$ cat config.mk
export PLATFORM = sky130hd
export DESIGN_NAME = tsl_lamp_ctrl
export DESIGN_NICKNAME = d
export VERILOG_FILES = /design/src/inc/tsl_pkg.sv /design/src/hdl/tsl_lamp_ctrl.sv
export SDC_FILE = /design/constraint.sdc
export NUM_CORES = 1
export LEC_CHECK = 0
export BUFFER_PORTS_ARGS = -buffer_cell sky130_fd_sc_hd__buf_2
export CAP_MARGIN = 20
export CORE_MARGIN = 3
export CORE_UTILIZATION = 49
export CTS_BUF_LIST = sky130_fd_sc_hd__clkbuf_8
export DETAILED_ROUTE_END_ITERATION = 16
export PLACE_DENSITY = 0.73
export SETUP_SLACK_MARGIN = 0.4
export SLEW_MARGIN = 20
export SYNTH_ARGS = -nofsm -noshare
export SYNTH_HDL_FRONTEND = slang
export SYNTH_SLANG_ARGS = --single-unit
$ cat constraint.sdc
create_clock -name ref_clk -period 8.5 [get_ports ref_clk]
set_clock_uncertainty 0.2 [all_clocks]
set_input_delay 1.7 -clock ref_clk [delete_from_list [all_inputs] [get_ports ref_clk]]
set_output_delay 1.7 -clock ref_clk [all_outputs]
set_load 0.05 [all_outputs]
$ cat src/inc/tsl_pkg.sv
// constants for the turn-signal lamp controller
package tsl_pkg;
  // clock and machine-cycle timing
  localparam int CLK_PERIOD_NS = 25;
  localparam int MACHINE_CYCLE_NS = 1000;
  // tick timer
  localparam logic [1:0] TIMER_MODE_16BIT = 2'h1;
  localparam logic [7:0] TICK_PRESET = 8'hf0; // minus sixteen
  localparam logic [7:0] LOW_BYTE_INIT = 8'h00;
  localparam logic [7:0] BYTE_MAX = 8'hff;
  localparam logic [7:0] BYTE_ONE = 8'h01;
  localparam logic [15:0] TICK_VECTOR = 16'h000b;
  // subdivider
  localparam logic [7:0] SUBDIV_RELOAD = 8'hf4; // 244 ticks
  localparam int SLOW_BLINK_BIT = 7;
  localparam int FAST_MOD_BIT = 0;
  localparam logic [3:0] DUTY_STEPS = 4'h8;
  // register offsets (byte addresses)
  localparam int ADDR_W = 8;
  localparam logic [7:0] OFS_CTRL = 8'h00;
  localparam logic [7:0] OFS_STATUS = 8'h04;
  localparam logic [7:0] OFS_MASK = 8'h08;
  localparam logic [7:0] OFS_SUBDIV = 8'h0c;
  localparam logic [7:0] OFS_TIMER = 8'h10;
  localparam logic [7:0] OFS_LAMPS = 8'h14;
  localparam logic [7:0] OFS_VECTOR = 8'h18;
  // control register fields
  localparam int CTRL_RUN_BIT = 0;
  localparam int CTRL_TIE_BIT = 1;
  localparam int CTRL_GIE_BIT = 2;
  localparam int CTRL_MODE_LSB = 4;
  localparam int CTRL_DUTY_LSB = 8;
  localparam logic [10:0] CTRL_RESET = 11'h000;
  localparam logic [10:0] CTRL_WMASK = 11'h737;
  // status and mask fields
  localparam int EVT_W = 2;
  localparam int EVT_TICK_BIT = 0;
  localparam int EVT_BLINK_BIT = 1;
  localparam logic [1:0] EVT_RESET = 2'h0;
  // axi responses
  localparam logic [1:0] RESP_OKAY = 2'h0;
  localparam logic [1:0] RESP_SLVERR = 2'h2;
endpackage

$ cat src/hdl/tsl_lamp_ctrl.sv
// turn-signal lamp controller with tick timer, subdivider and axi4-lite registers
//
// Contract
// - time base is a 16-bit mode-1 timer of cascaded low and high bytes
// - low byte counts each machine cycle; its overflow bumps the high byte
// - high-byte overflow requests tick; delivered only with both enables and run set
// - high byte preset minus sixteen, low zero, gives a 4.096 ms tick
// - each tick reloads the high byte preset on the same edge as the subdivider moves
// - tick service entered at the timer service vector location
// - subdivider starts at 244, decrements per tick, reloads 244 at zero
// - subdivider bit 0 toggles per tick as fast modulation
// - dim term is parking input AND fast modulation
// - left dash is (left turn OR hazard) AND slow blink bit
// - left front is left dash OR dim term
// - left rear is (brake AND NOT left turn) OR left dash OR dim
// - right lamps computed alike using the right-turn input
// - inputs sampled and lamps recomputed on every tick
// - optional dim duty cycles other than half from low subdivider bits
// - control bits 10..8 select one of seven duty cycles, compared against subdivider bits 2..0
//
// The implementer's own choices: the placing of the registers and the AXI4-Lite slave port.
`timescale 1ns/1ps
module tsl_lamp_ctrl
  import tsl_pkg::*;
#(
  parameter int MACHINE_NS = MACHINE_CYCLE_NS
) (
  input wire logic ref_clk,
  input wire logic rst,
  input wire logic brakeIn,
  input wire logic hazardSwitchIn,
  input wire logic parkIn,
  input wire logic leftTurnIn,
  input wire logic rightTurnIn,
  output logic leftFrontLamp,
  output logic rightFrontLamp,
  output logic leftDashLamp,
  output logic rightDashLamp,
  output logic leftRearLamp,
  output logic rightRearLamp,
  output logic irq,
  input wire logic s_axi_awvalid,
  output logic s_axi_awready,
  input wire logic [ADDR_W-1:0] s_axi_awaddr,
  input wire logic s_axi_wvalid,
  output logic s_axi_wready,
  input wire logic [31:0] s_axi_wdata,
  input wire logic [3:0] s_axi_wstrb,
  output logic s_axi_bvalid,
  input wire logic s_axi_bready,
  output logic [1:0] s_axi_bresp,
  input wire logic s_axi_arvalid,
  output logic s_axi_arready,
  input wire logic [ADDR_W-1:0] s_axi_araddr,
  output logic s_axi_rvalid,
  input wire logic s_axi_rready,
  output logic [31:0] s_axi_rdata,
  output logic [1:0] s_axi_rresp
);
  // machine cycles in clocks, never below one
  localparam int MC_RAW = MACHINE_NS / CLK_PERIOD_NS;
  localparam int MC_CYCLES = (MC_RAW < 1) ? 1 : MC_RAW;
  localparam logic [15:0] MC_LAST = 16'(MC_CYCLES - 1);

  logic [15:0] mcCount_q;
  logic machineCycleEn;
  logic [4:0] syncA_q, syncB_q;
  logic [7:0] tickTimerLowByte_q, tickTimerHighByte_q, subdiv_q;
  logic overflowPending_q, tickD_q;
  logic [10:0] ctrl_q;
  logic [EVT_W-1:0] status_q, mask_q;
  logic [5:0] lamps_q;
  logic awHeld_q, wHeld_q, bvalid_q, rvalid_q;
  logic [ADDR_W-1:0] awAddr_q;
  logic [31:0] wData_q, rdata_q;
  logic [3:0] wStrb_q;
  logic [1:0] bresp_q, rresp_q;

  // control fields
  wire tickTimerRun = ctrl_q[CTRL_RUN_BIT];
  wire tickInterruptEnable = ctrl_q[CTRL_TIE_BIT];
  wire globalInterruptEnable = ctrl_q[CTRL_GIE_BIT];
  wire [1:0] timerModeSetting = ctrl_q[CTRL_MODE_LSB +: 2];
  wire [2:0] dimDutySel = ctrl_q[CTRL_DUTY_LSB +: 3];

  // synchronised switches, active high
  wire brakeSync = syncB_q[0];
  wire hazardSwitchSync = syncB_q[1];
  wire parkSync = syncB_q[2];
  wire leftTurnSync = syncB_q[3];
  wire rightTurnSync = syncB_q[4];

  // timer decode
  wire timerRunning = tickTimerRun && (timerModeSetting == TIMER_MODE_16BIT);
  wire lowWrap = machineCycleEn && timerRunning && (tickTimerLowByte_q == BYTE_MAX);
  wire highWrap = lowWrap && (tickTimerHighByte_q == BYTE_MAX);
  wire tickPulse = overflowPending_q && tickInterruptEnable
    && globalInterruptEnable && tickTimerRun;
  wire subdivAtOne = (subdiv_q == BYTE_ONE);
  wire [7:0] subdivNext = subdivAtOne ? SUBDIV_RELOAD : subdiv_q - BYTE_ONE;

  // lamp equations from current subdivider
  wire fastModulationBit = subdiv_q[FAST_MOD_BIT];
  wire slowBlinkBit = subdiv_q[SLOW_BLINK_BIT];
  wire [3:0] dutyThreshold = DUTY_STEPS - {1'b0, dimDutySel};
  wire dutyOn = ({1'b0, subdiv_q[2:0]} >= dutyThreshold);
  wire dimMod = (dimDutySel == 3'h0) ? fastModulationBit : dutyOn;
  wire parkingDimTerm = parkSync && dimMod;
  wire leftSideFunction = (leftTurnSync || hazardSwitchSync) && slowBlinkBit;
  wire rightSideFunction = (rightTurnSync || hazardSwitchSync) && slowBlinkBit;
  wire leftFrontD = leftSideFunction || parkingDimTerm;
  wire rightFrontD = rightSideFunction || parkingDimTerm;
  wire leftRearD = (brakeSync && !leftTurnSync) || leftSideFunction
    || parkingDimTerm;
  wire rightRearD = (brakeSync && !rightTurnSync) || rightSideFunction
    || parkingDimTerm;
  wire leftDashD = leftSideFunction;
  wire rightDashD = rightSideFunction;
  wire [5:0] lampsD = {rightRearD, leftRearD, rightDashD, leftDashD, rightFrontD, leftFrontD};

  // bus decode
  wire wrFire = awHeld_q && wHeld_q && !bvalid_q;
  wire arFire = s_axi_arvalid && s_axi_arready;
  wire wrCtrl = wrFire && (awAddr_q == OFS_CTRL);
  wire wrMask = wrFire && (awAddr_q == OFS_MASK);
  wire wrHit = wrCtrl || wrMask || (awAddr_q == OFS_STATUS)
    || (awAddr_q == OFS_SUBDIV) || (awAddr_q == OFS_TIMER)
    || (awAddr_q == OFS_LAMPS) || (awAddr_q == OFS_VECTOR);
  wire rdStatus = arFire && (s_axi_araddr == OFS_STATUS);
  wire [EVT_W-1:0] eventSet = {tickPulse && subdivAtOne, tickPulse};
  wire [31:0] ctrlWMask = {21'h0, CTRL_WMASK}
    & {{8{wStrb_q[3]}}, {8{wStrb_q[2]}}, {8{wStrb_q[1]}}, {8{wStrb_q[0]}}};
  wire [31:0] ctrlNew = ({21'h0, ctrl_q} & ~ctrlWMask) | (wData_q & ctrlWMask);
  logic [31:0] rdMux;
  logic rdHit;

  // read data selection
  always_comb begin
    rdHit = 1'b1;
    rdMux = 32'h0;
    case (s_axi_araddr)
      OFS_CTRL: rdMux = {21'h0, ctrl_q};
      OFS_STATUS: rdMux = {30'h0, status_q};
      OFS_MASK: rdMux = {30'h0, mask_q};
      OFS_SUBDIV: rdMux = {24'h0, subdiv_q};
      OFS_TIMER: rdMux = {16'h0, tickTimerHighByte_q, tickTimerLowByte_q};
      OFS_LAMPS: rdMux = {19'h0, syncB_q, 2'h0, lamps_q};
      OFS_VECTOR: rdMux = {16'h0, TICK_VECTOR};
      default: rdHit = 1'b0;
    endcase
  end

  // machine-cycle enable divider
  always_ff @(posedge ref_clk or posedge rst) begin
    if (rst) begin
      mcCount_q <= 16'h0;
    end else if (mcCount_q == MC_LAST) begin
      mcCount_q <= 16'h0;
    end else begin
      mcCount_q <= mcCount_q + 16'h1;
    end
  end
  assign machineCycleEn = (mcCount_q == MC_LAST);

  // two-flop switch synchroniser
  always_ff @(posedge ref_clk or posedge rst) begin
    if (rst) begin
      syncA_q <= 5'h0;
      syncB_q <= 5'h0;
    end else begin
      syncA_q <= {rightTurnIn, leftTurnIn, parkIn, hazardSwitchIn, brakeIn};
      syncB_q <= syncA_q;
    end
  end

  // low timer byte
  always_ff @(posedge ref_clk or posedge rst) begin
    if (rst) begin
      tickTimerLowByte_q <= LOW_BYTE_INIT;
    end else if (machineCycleEn && timerRunning) begin
      tickTimerLowByte_q <= tickTimerLowByte_q + BYTE_ONE;
    end
  end

  // high timer byte, preset reload wins on a tick
  always_ff @(posedge ref_clk or posedge rst) begin
    if (rst) begin
      tickTimerHighByte_q <= TICK_PRESET;
    end else if (tickPulse) begin
      tickTimerHighByte_q <= TICK_PRESET;
    end else if (lowWrap) begin
      tickTimerHighByte_q <= tickTimerHighByte_q + BYTE_ONE;
    end
  end

  // overflow request, new overflow wins over delivery
  always_ff @(posedge ref_clk or posedge rst) begin
    if (rst) begin
      overflowPending_q <= 1'b0;
    end else if (highWrap) begin
      overflowPending_q <= 1'b1;
    end else if (tickPulse) begin
      overflowPending_q <= 1'b0;
    end
  end

  // subdivider and delayed lamp load
  always_ff @(posedge ref_clk or posedge rst) begin
    if (rst) begin
      subdiv_q <= SUBDIV_RELOAD;
      tickD_q <= 1'b0;
    end else begin
      tickD_q <= tickPulse;
      if (tickPulse) begin
        subdiv_q <= subdivNext;
      end
    end
  end

  // lamp outputs, all six in one edge
  always_ff @(posedge ref_clk or posedge rst) begin
    if (rst) begin
      lamps_q <= 6'h0;
    end else if (tickD_q) begin
      lamps_q <= lampsD;
    end
  end
  assign leftFrontLamp = lamps_q[0];
  assign rightFrontLamp = lamps_q[1];
  assign leftDashLamp = lamps_q[2];
  assign rightDashLamp = lamps_q[3];
  assign leftRearLamp = lamps_q[4];
  assign rightRearLamp = lamps_q[5];

  // control and mask registers
  always_ff @(posedge ref_clk or posedge rst) begin
    if (rst) begin
      ctrl_q <= CTRL_RESET;
      mask_q <= EVT_RESET;
    end else begin
      if (wrCtrl) begin
        ctrl_q <= ctrlNew[10:0];
      end
      if (wrMask && wStrb_q[0]) begin
        mask_q <= wData_q[EVT_W-1:0];
      end
    end
  end

  // sticky status, set beats read-clear
  always_ff @(posedge ref_clk or posedge rst) begin
    if (rst) begin
      status_q <= EVT_RESET;
    end else begin
      status_q <= (rdStatus ? EVT_RESET : status_q) | eventSet;
    end
  end
  assign irq = |(status_q & mask_q);

  // write channel capture and response
  always_ff @(posedge ref_clk or posedge rst) begin
    if (rst) begin
      awHeld_q <= 1'b0;
      wHeld_q <= 1'b0;
      awAddr_q <= '0;
      wData_q <= 32'h0;
      wStrb_q <= 4'h0;
      bvalid_q <= 1'b0;
      bresp_q <= RESP_OKAY;
    end else begin
      if (s_axi_awvalid && s_axi_awready) begin
        awHeld_q <= 1'b1;
        awAddr_q <= s_axi_awaddr;
      end
      if (s_axi_wvalid && s_axi_wready) begin
        wHeld_q <= 1'b1;
        wData_q <= s_axi_wdata;
        wStrb_q <= s_axi_wstrb;
      end
      if (wrFire) begin
        awHeld_q <= 1'b0;
        wHeld_q <= 1'b0;
        bvalid_q <= 1'b1;
        bresp_q <= wrHit ? RESP_OKAY : RESP_SLVERR;
      end else if (bvalid_q && s_axi_bready) begin
        bvalid_q <= 1'b0;
      end
    end
  end
  assign s_axi_awready = !awHeld_q && !bvalid_q;
  assign s_axi_wready = !wHeld_q && !bvalid_q;
  assign s_axi_bvalid = bvalid_q;
  assign s_axi_bresp = bresp_q;

  // read channel
  always_ff @(posedge ref_clk or posedge rst) begin
    if (rst) begin
      rvalid_q <= 1'b0;
      rdata_q <= 32'h0;
      rresp_q <= RESP_OKAY;
    end else if (arFire) begin
      rvalid_q <= 1'b1;
      rdata_q <= rdMux;
      rresp_q <= rdHit ? RESP_OKAY : RESP_SLVERR;
    end else if (rvalid_q && s_axi_rready) begin
      rvalid_q <= 1'b0;
    end
  end
  assign s_axi_arready = !rvalid_q;
  assign s_axi_rvalid = rvalid_q;
  assign s_axi_rdata = rdata_q;
  assign s_axi_rresp = rresp_q;

  logic seenLoad_q;
  always_ff @(posedge ref_clk or posedge rst) begin
    if (rst) begin
      seenLoad_q <= 1'b0;
    end else if (tickD_q) begin
      seenLoad_q <= 1'b1;
    end
  end
endmodule

; ---- After elaboration in Yosys (flattened, before gate mapping)
; Index checks and enable logic that the tools add are counted.
[word_totals]
register_bits = 134
latch_bits = 0
mem_bits_rw = 0
rom_bits = 0
inputBits = 64
output_inout_bits = 48
elab_cells = 128
memories = 0
[classes]
addsub = 5
n_mul = 0
div = 0
order_cmp = 1
eq_ne = 17
shift = 0
n_mux = 20
bitwise_logic = 6
n_reduce_logical = 57
[op_table]
columns = operator, count
row1 = $pmux 16 s7, 1
row2 = $eq 8x5->1 const B, 6
row3 = $eq 8x4->1 const B, 4
row4 = $logic_and 1x1->1, 26
row5 = $mux 8, 3
row6 = $and 11x11->11, 2
row7 = $add 16x1->16 const B, 1
row8 = $add 8x1->8 const B, 2
row9 = $eq 16x6->1 const B, 1
row10 = $eq 8x3->1 const B, 2
row11 = $eq 8x8->1 const B, 2
row12 = $logic_not 8->1, 2
row13 = $mux 16, 1
row14 = $logic_or 1x1->1, 14
row15 = $mux 1, 12
row16 = $reduce_bool 2->1, 6
row17 = $not 11->11, 1
row18 = $or 11x11->11, 1
row19 = $eq 8x1->1 const B, 1
row20 = $sub 8x1->8 const B, 1
row21 = $reduce_or 7->1, 1
row22 = $logic_not 1->1, 6
row23 = $mux 2, 3
row24 = $ge 3x4->1, 1
row25 = 6 further kinds, 6

; ---- Logic depth before layout (Yosys ltp)
; Gate-level depths: netlist of run 1.
[depth]
word_depth = 10
depth_mapped = 8
mapped_depth_nobuf = 8

; ---- Worst setup path before layout of run 1
; No wires, ideal clock.
[synth_timing]
kind = register to output
startpoint = register bvalid_q (netlist: s_axi_bvalid)
endpoint = output port s_axi_awready
arrival_ps = 1340
required_ps = 6600
slack_ps = 5260
stages_incl_launch_ff = 2
path_buffers = 0
path_cell_list = dfrtp_1 > nor2_1
[synth_between]
elab_chain_cells = 2
[synth_rtl]
columns = element, line_no
row1 = start: declaration, tsl_lamp_ctrl.sv:73  ; logic awHeld_q, wHeld_q, bvalid_q, rvalid_q;
row2 = start signal: assignment, tsl_lamp_ctrl.sv:268  ; bvalid_q <= 1'b0;
row3 = start signal: assignment, tsl_lamp_ctrl.sv:283  ; bvalid_q <= 1'b1;
row4 = start signal: assignment, tsl_lamp_ctrl.sv:286  ; bvalid_q <= 1'b0;
row5 = $logic_not 1->1, tsl_lamp_ctrl.sv:290  ; assign s_axi_awready = !awHeld_q && !bvalid_q;
row6 = $logic_and 1x1->1, tsl_lamp_ctrl.sv:290
row7 = end: declaration, tsl_lamp_ctrl.sv:43  ; output logic s_axi_awready,
; No other way between the ends.

; ---- Final worst setup path of run 1
[layout_timing]
startpoint = input port s_axi_araddr[5]
endpoint = register rdata_q[2] (netlist: s_axi_rdata[2])
[layout_between]
elab_chain_cells = 2
elab_cells_between_ends = 8
classes_between = eq/ne: 6 / mux: 1 / reduce/logical: 1
[layout_rtl]
columns = element, line_no
row1 = start: declaration, tsl_lamp_ctrl.sv:54  ; input wire logic [ADDR_W-1:0] s_axi_araddr,
row2 = "$eq 8x5->1, or another cell as far along", tsl_lamp_ctrl.sv:141  ; case (s_axi_araddr)
row3 = $pmux 16 s7 (*), tsl_lamp_ctrl.sv:141
row4 = end signal: assignment, tsl_lamp_ctrl.sv:303  ; rdata_q <= rdMux;
row5 = end: declaration, tsl_lamp_ctrl.sv:75  ; logic [31:0] wData_q, rdata_q;
; Mark *: on every way between the ends. The rest lies on a longest branch, timed or not.
; A chain may end at the register's enable or synchronous reset.

==> impl_metrics.tcl, run 1 <==
set metrics [dict create \
    status "finished, final reports clean" \
    areaGrowthSynthToFinish_pct 11.2 \
    die-area_um2 11800 \
    clkTransAtPathRegs_ns 0.09 \
    startpoint "s_axi_araddr[5]" \
    min_path_cells 0 \
    synth.avg_cell_area_um2 10.9 \
    maxCapViolCount 0 \
    synth.distinct_cells 53 \
    crit_path_end_kind "register" \
    fin_crit_ns 3.30 \
    ys_ff_latch 110 \
    wire_per_inst_um 15.0 \
    max_freq_mhz 303 \
    overflow 0 \
    finalMaxSlewViolations 0 \
    max_slew.worst_pin.slew_ns 0.924 \
    num_vias 3658 \
    grt_pass1_wl_um 16700 \
    setup_tns_ns 0 \
    arrival_ns 3.40 \
    crit_type "input port to register" \
    r2r_slack_ns 6.04 \
    antenna_found_initial 0 \
    drt_iter0_drc 242 \
    max_stage_delay_ns 0.62 \
    cts_buffer_depth 2 \
    worstHoldEndpoint "syncB_q[4]$_DFF_PP0_" \
    final-hold-violation-count 0 \
    routabilityCongestion 0.921 \
    cellPowerDensity_nw_per_um2 204 \
    synth_most_common_cell "dfrtp_1" \
    synth_edf_count 0 \
    first_global_vias 3429 \
    start_kind "input port" \
    synth.area.top_cells "dfrtp_1 49%, mux2_2 6.3%, dfstp_2 4.6%, nand2_1 3.7%, o21ai_0 3.6%" \
    cp_cell_sequence "buf_2 -> nor3_1 -> nand2_1 -> a311oi_1 -> a22o_1" \
    leakagePower_nw 2.65 \
    fin_nets 610 \
    hp-class "register to register" \
    reg2reg_from "mcCount_q[0]$_DFF_PP0_" \
    period_share_pct 38.8 \
    r2r-end "tickTimerHighByte_q[4]$_DFFE_PP1P_" \
    postSynthCellCount 473 \
    clkLatencyLatePin_ns 0.37 \
    place_ws_ns 4.84 \
    postLayoutSetupSlackWorst_ns 5.20 \
    grt_max_degree 76 \
    htreeDepth 3 \
    cts_buffers 9 \
    setup_viol 0 \
    cts_tree "built" \
    dr.pass1.iters 4 \
    ant_nets 0 \
    wl_um 10100 \
    min-delay-start "syncA_q[4]$_DFF_PP0_" \
    ios 112 \
    cts-resized-gates 0 \
    ctsHoldBuffers 0 \
    place.detailed.hpwl_um 7520 \
    netlist_area_um2 5150 \
    drc 0 \
    antenna_cells 0 \
    crit_required_ns 8.60 \
    cts.sinks 110 \
    viasPerCell 5.43 \
    rsz0062_at_grt "no" \
    chipHeight_um 108 \
    grt_use_total_pct 18.2 \
    core_um2 10000 \
    synth.top_cells.by_count "101 x dfrtp_1, 51 x nand2_1, 37 x o21ai_0" \
    relSlewSlack_pct 38.4 \
    ys_seq_area_share_pct 53.7 \
    fillerInstances 870 \
    peakVddDrop_v 0.000181 \
    die_w_um 108 \
    num_rows 36 \
    yosysWarningCount 0 \
    synth_area_leader_cell "dfrtp_1" \
    r2r_cells 6 \
    start_util_pct 51.5 \
    cts_setup_buffers 0 \
    async_flop_share_pct 100 \
    io_buffers 67 \
    cp_max_fo 6 \
    layout-drive-gt1-share_pct 24.4 \
    cts_root_buffer "clkbuf_8" \
    ys.flop_type "dfrtp_1" \
    synth.top_cell.area_share_pct 49.1 \
    crit_path_top_delay_cell "a311oi_1" \
]
state kept, by name, indices dropped and copies added (netlist names), 2 cells and up, named ones only:
signal	cells
mcCount_q	16
s_axi_rdata	16
awAddr_q	8
subdiv_q	8
tickTimerHighByte_q	8
tickTimerLowByte_q	8
wData_q	8
lamps_q	6
syncA_q	5
syncB_q	5
mask_q	2
status_q	2
wStrb_q	2
power breakdown:
part,internal (mW),switching (mW)
logic,0.0863,0.129
registers,0.586,0.0417
clock network,0.152,0.170
cell families after synthesis:
| family | after synthesis | synth area share, % |
|---|---|---|
| xor gates and xnor gates | 26 | 4.42 |
| other | 1 | 0.0729 |
| and+or+nand+nor | 159 | 16.5 |
| buffers and inverters | 51 | 5.37 |
| DFF | 110 | 53.7 |
| adders and majority gates | 10 | 2.43 |
| AOI/OAI and AO/OA | 80 | 9.84 |
| muxes | 36 | 7.71 |
area by class of cell:
class | instances | area [um^2] | share of cell area (%)
repair buffers | 68 | 343 | 5.99
well taps | 133 | 166 | 2.91
inverters | 18 | 70.1 | 1.22
clock buffers | 11 | 151 | 2.65
flip-flops and latches | 110 | 2760 | 48.3
clock inverters | 5 | 56.3 | 0.984
multi-input cells | 329 | 2170 | 37.9
how the worst max path moves through the flow:
stage / to / slack, ns / depth (start not counted)
floorplan: asynchronous set/reset pin / 3.71 / 1
global route: s_axi_rdata[2]$_DFFE_PP0P_ / 5.03 / 5
CTS: s_axi_rdata[4]$_DFFE_PP0P_ / 5.23 / 5
finish: s_axi_rdata[2]$_DFFE_PP0P_ / 5.20 / 5
global placement: s_axi_rdata[4]$_DFFE_PP0P_ / 4.87 / 5
detailed placement: s_axi_rdata[4]$_DFFE_PP0P_ / 4.84 / 5
metrics by stage:
stage	area, um^2	std cells	hold slack, ns	utilization, %	power, mW
global placement	5510	658	0.132	55.1	0.850
detailed placement	5510	658	0.136	55.1	0.860
global route	5720	674	0.166	57.2	1.23
floorplan	5210	490	0.131	-	0.814
finish	5720	674	0.157	57.2	1.17
CTS	5720	674	0.157	57.2	1.18
placed cells by master (no fill, tap or decap), types with 3 or more instances in the layout:
cell	n
a21oi_1	7
a22o_1	5
a22oi_1	7
a32oi_1	3
and3_1	6
buf_2	67
clkbuf_8	11
conb_1	18
dfrtp_1	101
dfstp_2	9
ha_1	10
inv_1	16
mux2_2	29
mux2i_1	7
nand2_1	51
nand2b_1	5
nand3_1	24
nand3b_1	4
nand4_1	9
nor2_1	22
nor2b_1	5
nor3_1	7
nor4_1	4
o211ai_1	3
o21ai_0	37
o22ai_1	4
o31ai_1	5
or3_1	5
or4_1	4
xnor2_1	15
xor2_1	11
layer usage:
layer	GRT usage (%)	routed length (um)	up-vias
met3	4.54	701	13
li1	-	-	1762
met5	0	0	-
met1	25.9	4690	1761
met4	5.32	155	0
met2	27.8	4560	122
worst max-delay path, delay by kind of cell:
kind	cells	cell delay (ns)
simple gates	2	0.76
buf+inv	1	0.09
compound gates	2	0.84
Note: power is estimated with default switching activity, not from simulation.
==> run 2: changes to the inputs <==
Clock period 8.5 ns to 3.4 ns, I/O delays scaled along.
==> impl_metrics.tcl, run 2 (synthesized netlist as in run 1, its figures left out) <==
set metrics [dict create \
    status "finished, final reports clean" \
    cts_setup_buffers 0 \
    relSlewSlack_pct 53.6 \
    worstHoldEndpoint "syncB_q[0]$_DFF_PP0_" \
    crit_path_top_delay_cell "and4_1" \
    routabilityCongestion 0.871 \
    place.detailed.hpwl_um 7820 \
    grt_use_total_pct 19.1 \
    period_share_pct 70.8 \
    final-hold-violation-count 0 \
    ios 112 \
    die-area_um2 11800 \
    first_global_vias 3516 \
    grt_pass1_wl_um 17400 \
    core_um2 10000 \
    setup_viol 0 \
    crit_path_end_kind "register" \
    r2r_slack_ns 0.99 \
    cp_max_fo 8 \
    power.internal_mw 2.12 \
    critPathTopFamily "simple AND/OR/NAND/NOR gates" \
    wire_per_inst_um 15.6 \
    areaGrowthSynthToFinish_pct 12.2 \
    cts_buffer_depth 2 \
    crit_required_ns 3.52 \
    viasPerCell 5.46 \
    start_kind "register" \
    fin_crit_ns 2.41 \
    io_buffers 67 \
    r2r-end "tickTimerHighByte_q[4]$_DFFE_PP1P_" \
    cts-resized-gates 0 \
    overflow 0 \
    drt_iter0_drc 185 \
    pwr-share-comb_pct 18.3 \
    start_util_pct 51.5 \
    min_path_cells 0 \
    fillerInstances 906 \
    layout-drive-gt1-share_pct 24.8 \
    max_freq_mhz 415 \
    peakVddDrop_v 0.000356 \
    sw_frac_of_total_pct 29.8 \
    met3_usage_pct 5.01 \
    busiest_layer "met2" \
    wl_um 10600 \
    max_stage_delay_ns 0.43 \
    setup_tns_ns 0 \
    cp_cell_sequence "ha_1 -> and4bb_2 -> and4_1 -> nand4_1 -> or3_1 -> nand3_1" \
    min-delay-start "syncA_q[0]$_DFF_PP0_" \
    cts_buffers 9 \
    cp_num_buf_inv 0 \
    drc 0 \
    crit_type "register to register" \
    arrival_ns 2.52 \
    post-route-util_pct 57.8 \
    cts_tree "built" \
    fin_nets 613 \
    num_vias 3697 \
    layout_common_cells "101 x dfrtp_1, 67 x buf_2, 51 x nand2_1" \
    maxCapViolCount 0 \
    grt_max_degree 80 \
    chipHeight_um 108 \
    cellPowerDensity_nw_per_um2 522 \
    num_rows 36 \
    max_slew.worst_pin.slew_ns 0.695 \
    ant_nets 0 \
    pwr-share-clk_pct 29.4 \
    power_switching_mw 0.899 \
    dr.pass1.iters 4 \
    antenna_cells 0 \
    clkLatencyLatePin_ns 0.37 \
    leakagePower_nw 2.68 \
    met1_usage_pct 26.5 \
    final_common_cell "dfrtp_1" \
    cts.sinks 110 \
    clkTransAtPathRegs_ns 0.10 \
    hp-class "register to register" \
    pwr-share-seq_pct 52.4 \
    grtUsageMet2_pct 29.8 \
    r2r_cells 6 \
    finalMaxSlewViolations 0 \
    antenna_found_initial 0 \
    rsz0062_at_grt "no" \
    reg2reg_from "mcCount_q[0]$_DFF_PP0_" \
    ctsHoldBuffers 0 \
    cts_root_buffer "clkbuf_8" \
    die_w_um 108 \
    htreeDepth 3 \
]
[run 2: changes by cell type in the layout (fill, tap and decap cells not counted)]
cell | before | now
buf_4 | 1 | 3
clkbuf_8 | 11 | 9
inv_6 | 1 | 3
buf_12 | 0 | 1
bufinv_16 | 1 | 2
clkinv_2 | 2 | 1
inv_4 | 1 | 0
inv_8 | 0 | 1
[run 2: cell type report]
| type | count | area (um^2) | area share, % |
|---|---|---|---|
| well taps | 133 | 166 | 2.88 |
| clock buffers | 9 | 124 | 2.14 |
| repair buffers | 71 | 378 | 6.54 |
| clock inverters | 7 | 103 | 1.78 |
| inverters | 18 | 71.3 | 1.23 |
| multi-input cells | 329 | 2170 | 37.6 |
| flip-flops and latches | 110 | 2760 | 47.8 |
[run 2: how the worst max path moves through the flow]
stage                                  start  cells after the start  slack (ns)                            endpoint
floorplan           s_axi_bvalid$_DFFE_PP0P_                      4        0.85             awAddr_q[0]$_DFFE_PP0P_
global placement             s_axi_araddr[5]                      5        0.82          s_axi_rdata[5]$_DFFE_PP0P_
detailed placement           s_axi_araddr[5]                      5        0.75          s_axi_rdata[5]$_DFFE_PP0P_
CTS                   mcCount_q[0]$_DFF_PP0_                      6        0.96  tickTimerHighByte_q[6]$_DFFE_PP1P_
global route          mcCount_q[0]$_DFF_PP0_                      6        0.80  tickTimerHighByte_q[4]$_DFFE_PP1P_
finish                mcCount_q[0]$_DFF_PP0_                      6        0.99  tickTimerHighByte_q[4]$_DFFE_PP1P_
[run 2: metal layers]
metal | share of wire [%] | vias up
li1 | - | 1766
met1 | 46 | 1783
met2 | 46 | 138
met3 | 7.0 | 10
met4 | 1.2 | 0
met5 | 0 | -
[run 2: power groups by stage]
| stage | Sequential, mW | Combinational [mW] | Clock [mW] |
|---|---|---|---|
| 4_1_cts | 1.58 | 0.558 | 0.917 |
| 3_3_place_gp | 1.59 | 0.540 | 0 |
| 3_5_place_dp | 1.61 | 0.558 | 0 |
| 5_1_grt | 1.60 | 0.606 | 0.972 |
| 2_1_floorplan | 1.61 | 0.419 | 0 |
| 6_report | 1.58 | 0.552 | 0.885 |
[run 2: through the flow]
| step | total power, mW | instances | worst slack, ns | hold WS, ns | instance area, um^2 |
|---|---|---|---|---|---|
| 4_1_cts | 3.06 | 677 | 0.960 | 0.160 | 5780 |
| 5_1_grt | 3.18 | 677 | 0.802 | 0.173 | 5780 |
| 6_report | 3.02 | 677 | 0.991 | 0.158 | 5780 |
| 3_5_place_dp | 2.17 | 661 | 0.750 | 0.136 | 5550 |
| 2_1_floorplan | 2.03 | 490 | 0.851 | 0.131 | 5220 |
| 3_3_place_gp | 2.13 | 661 | 0.825 | 0.132 | 5550 |
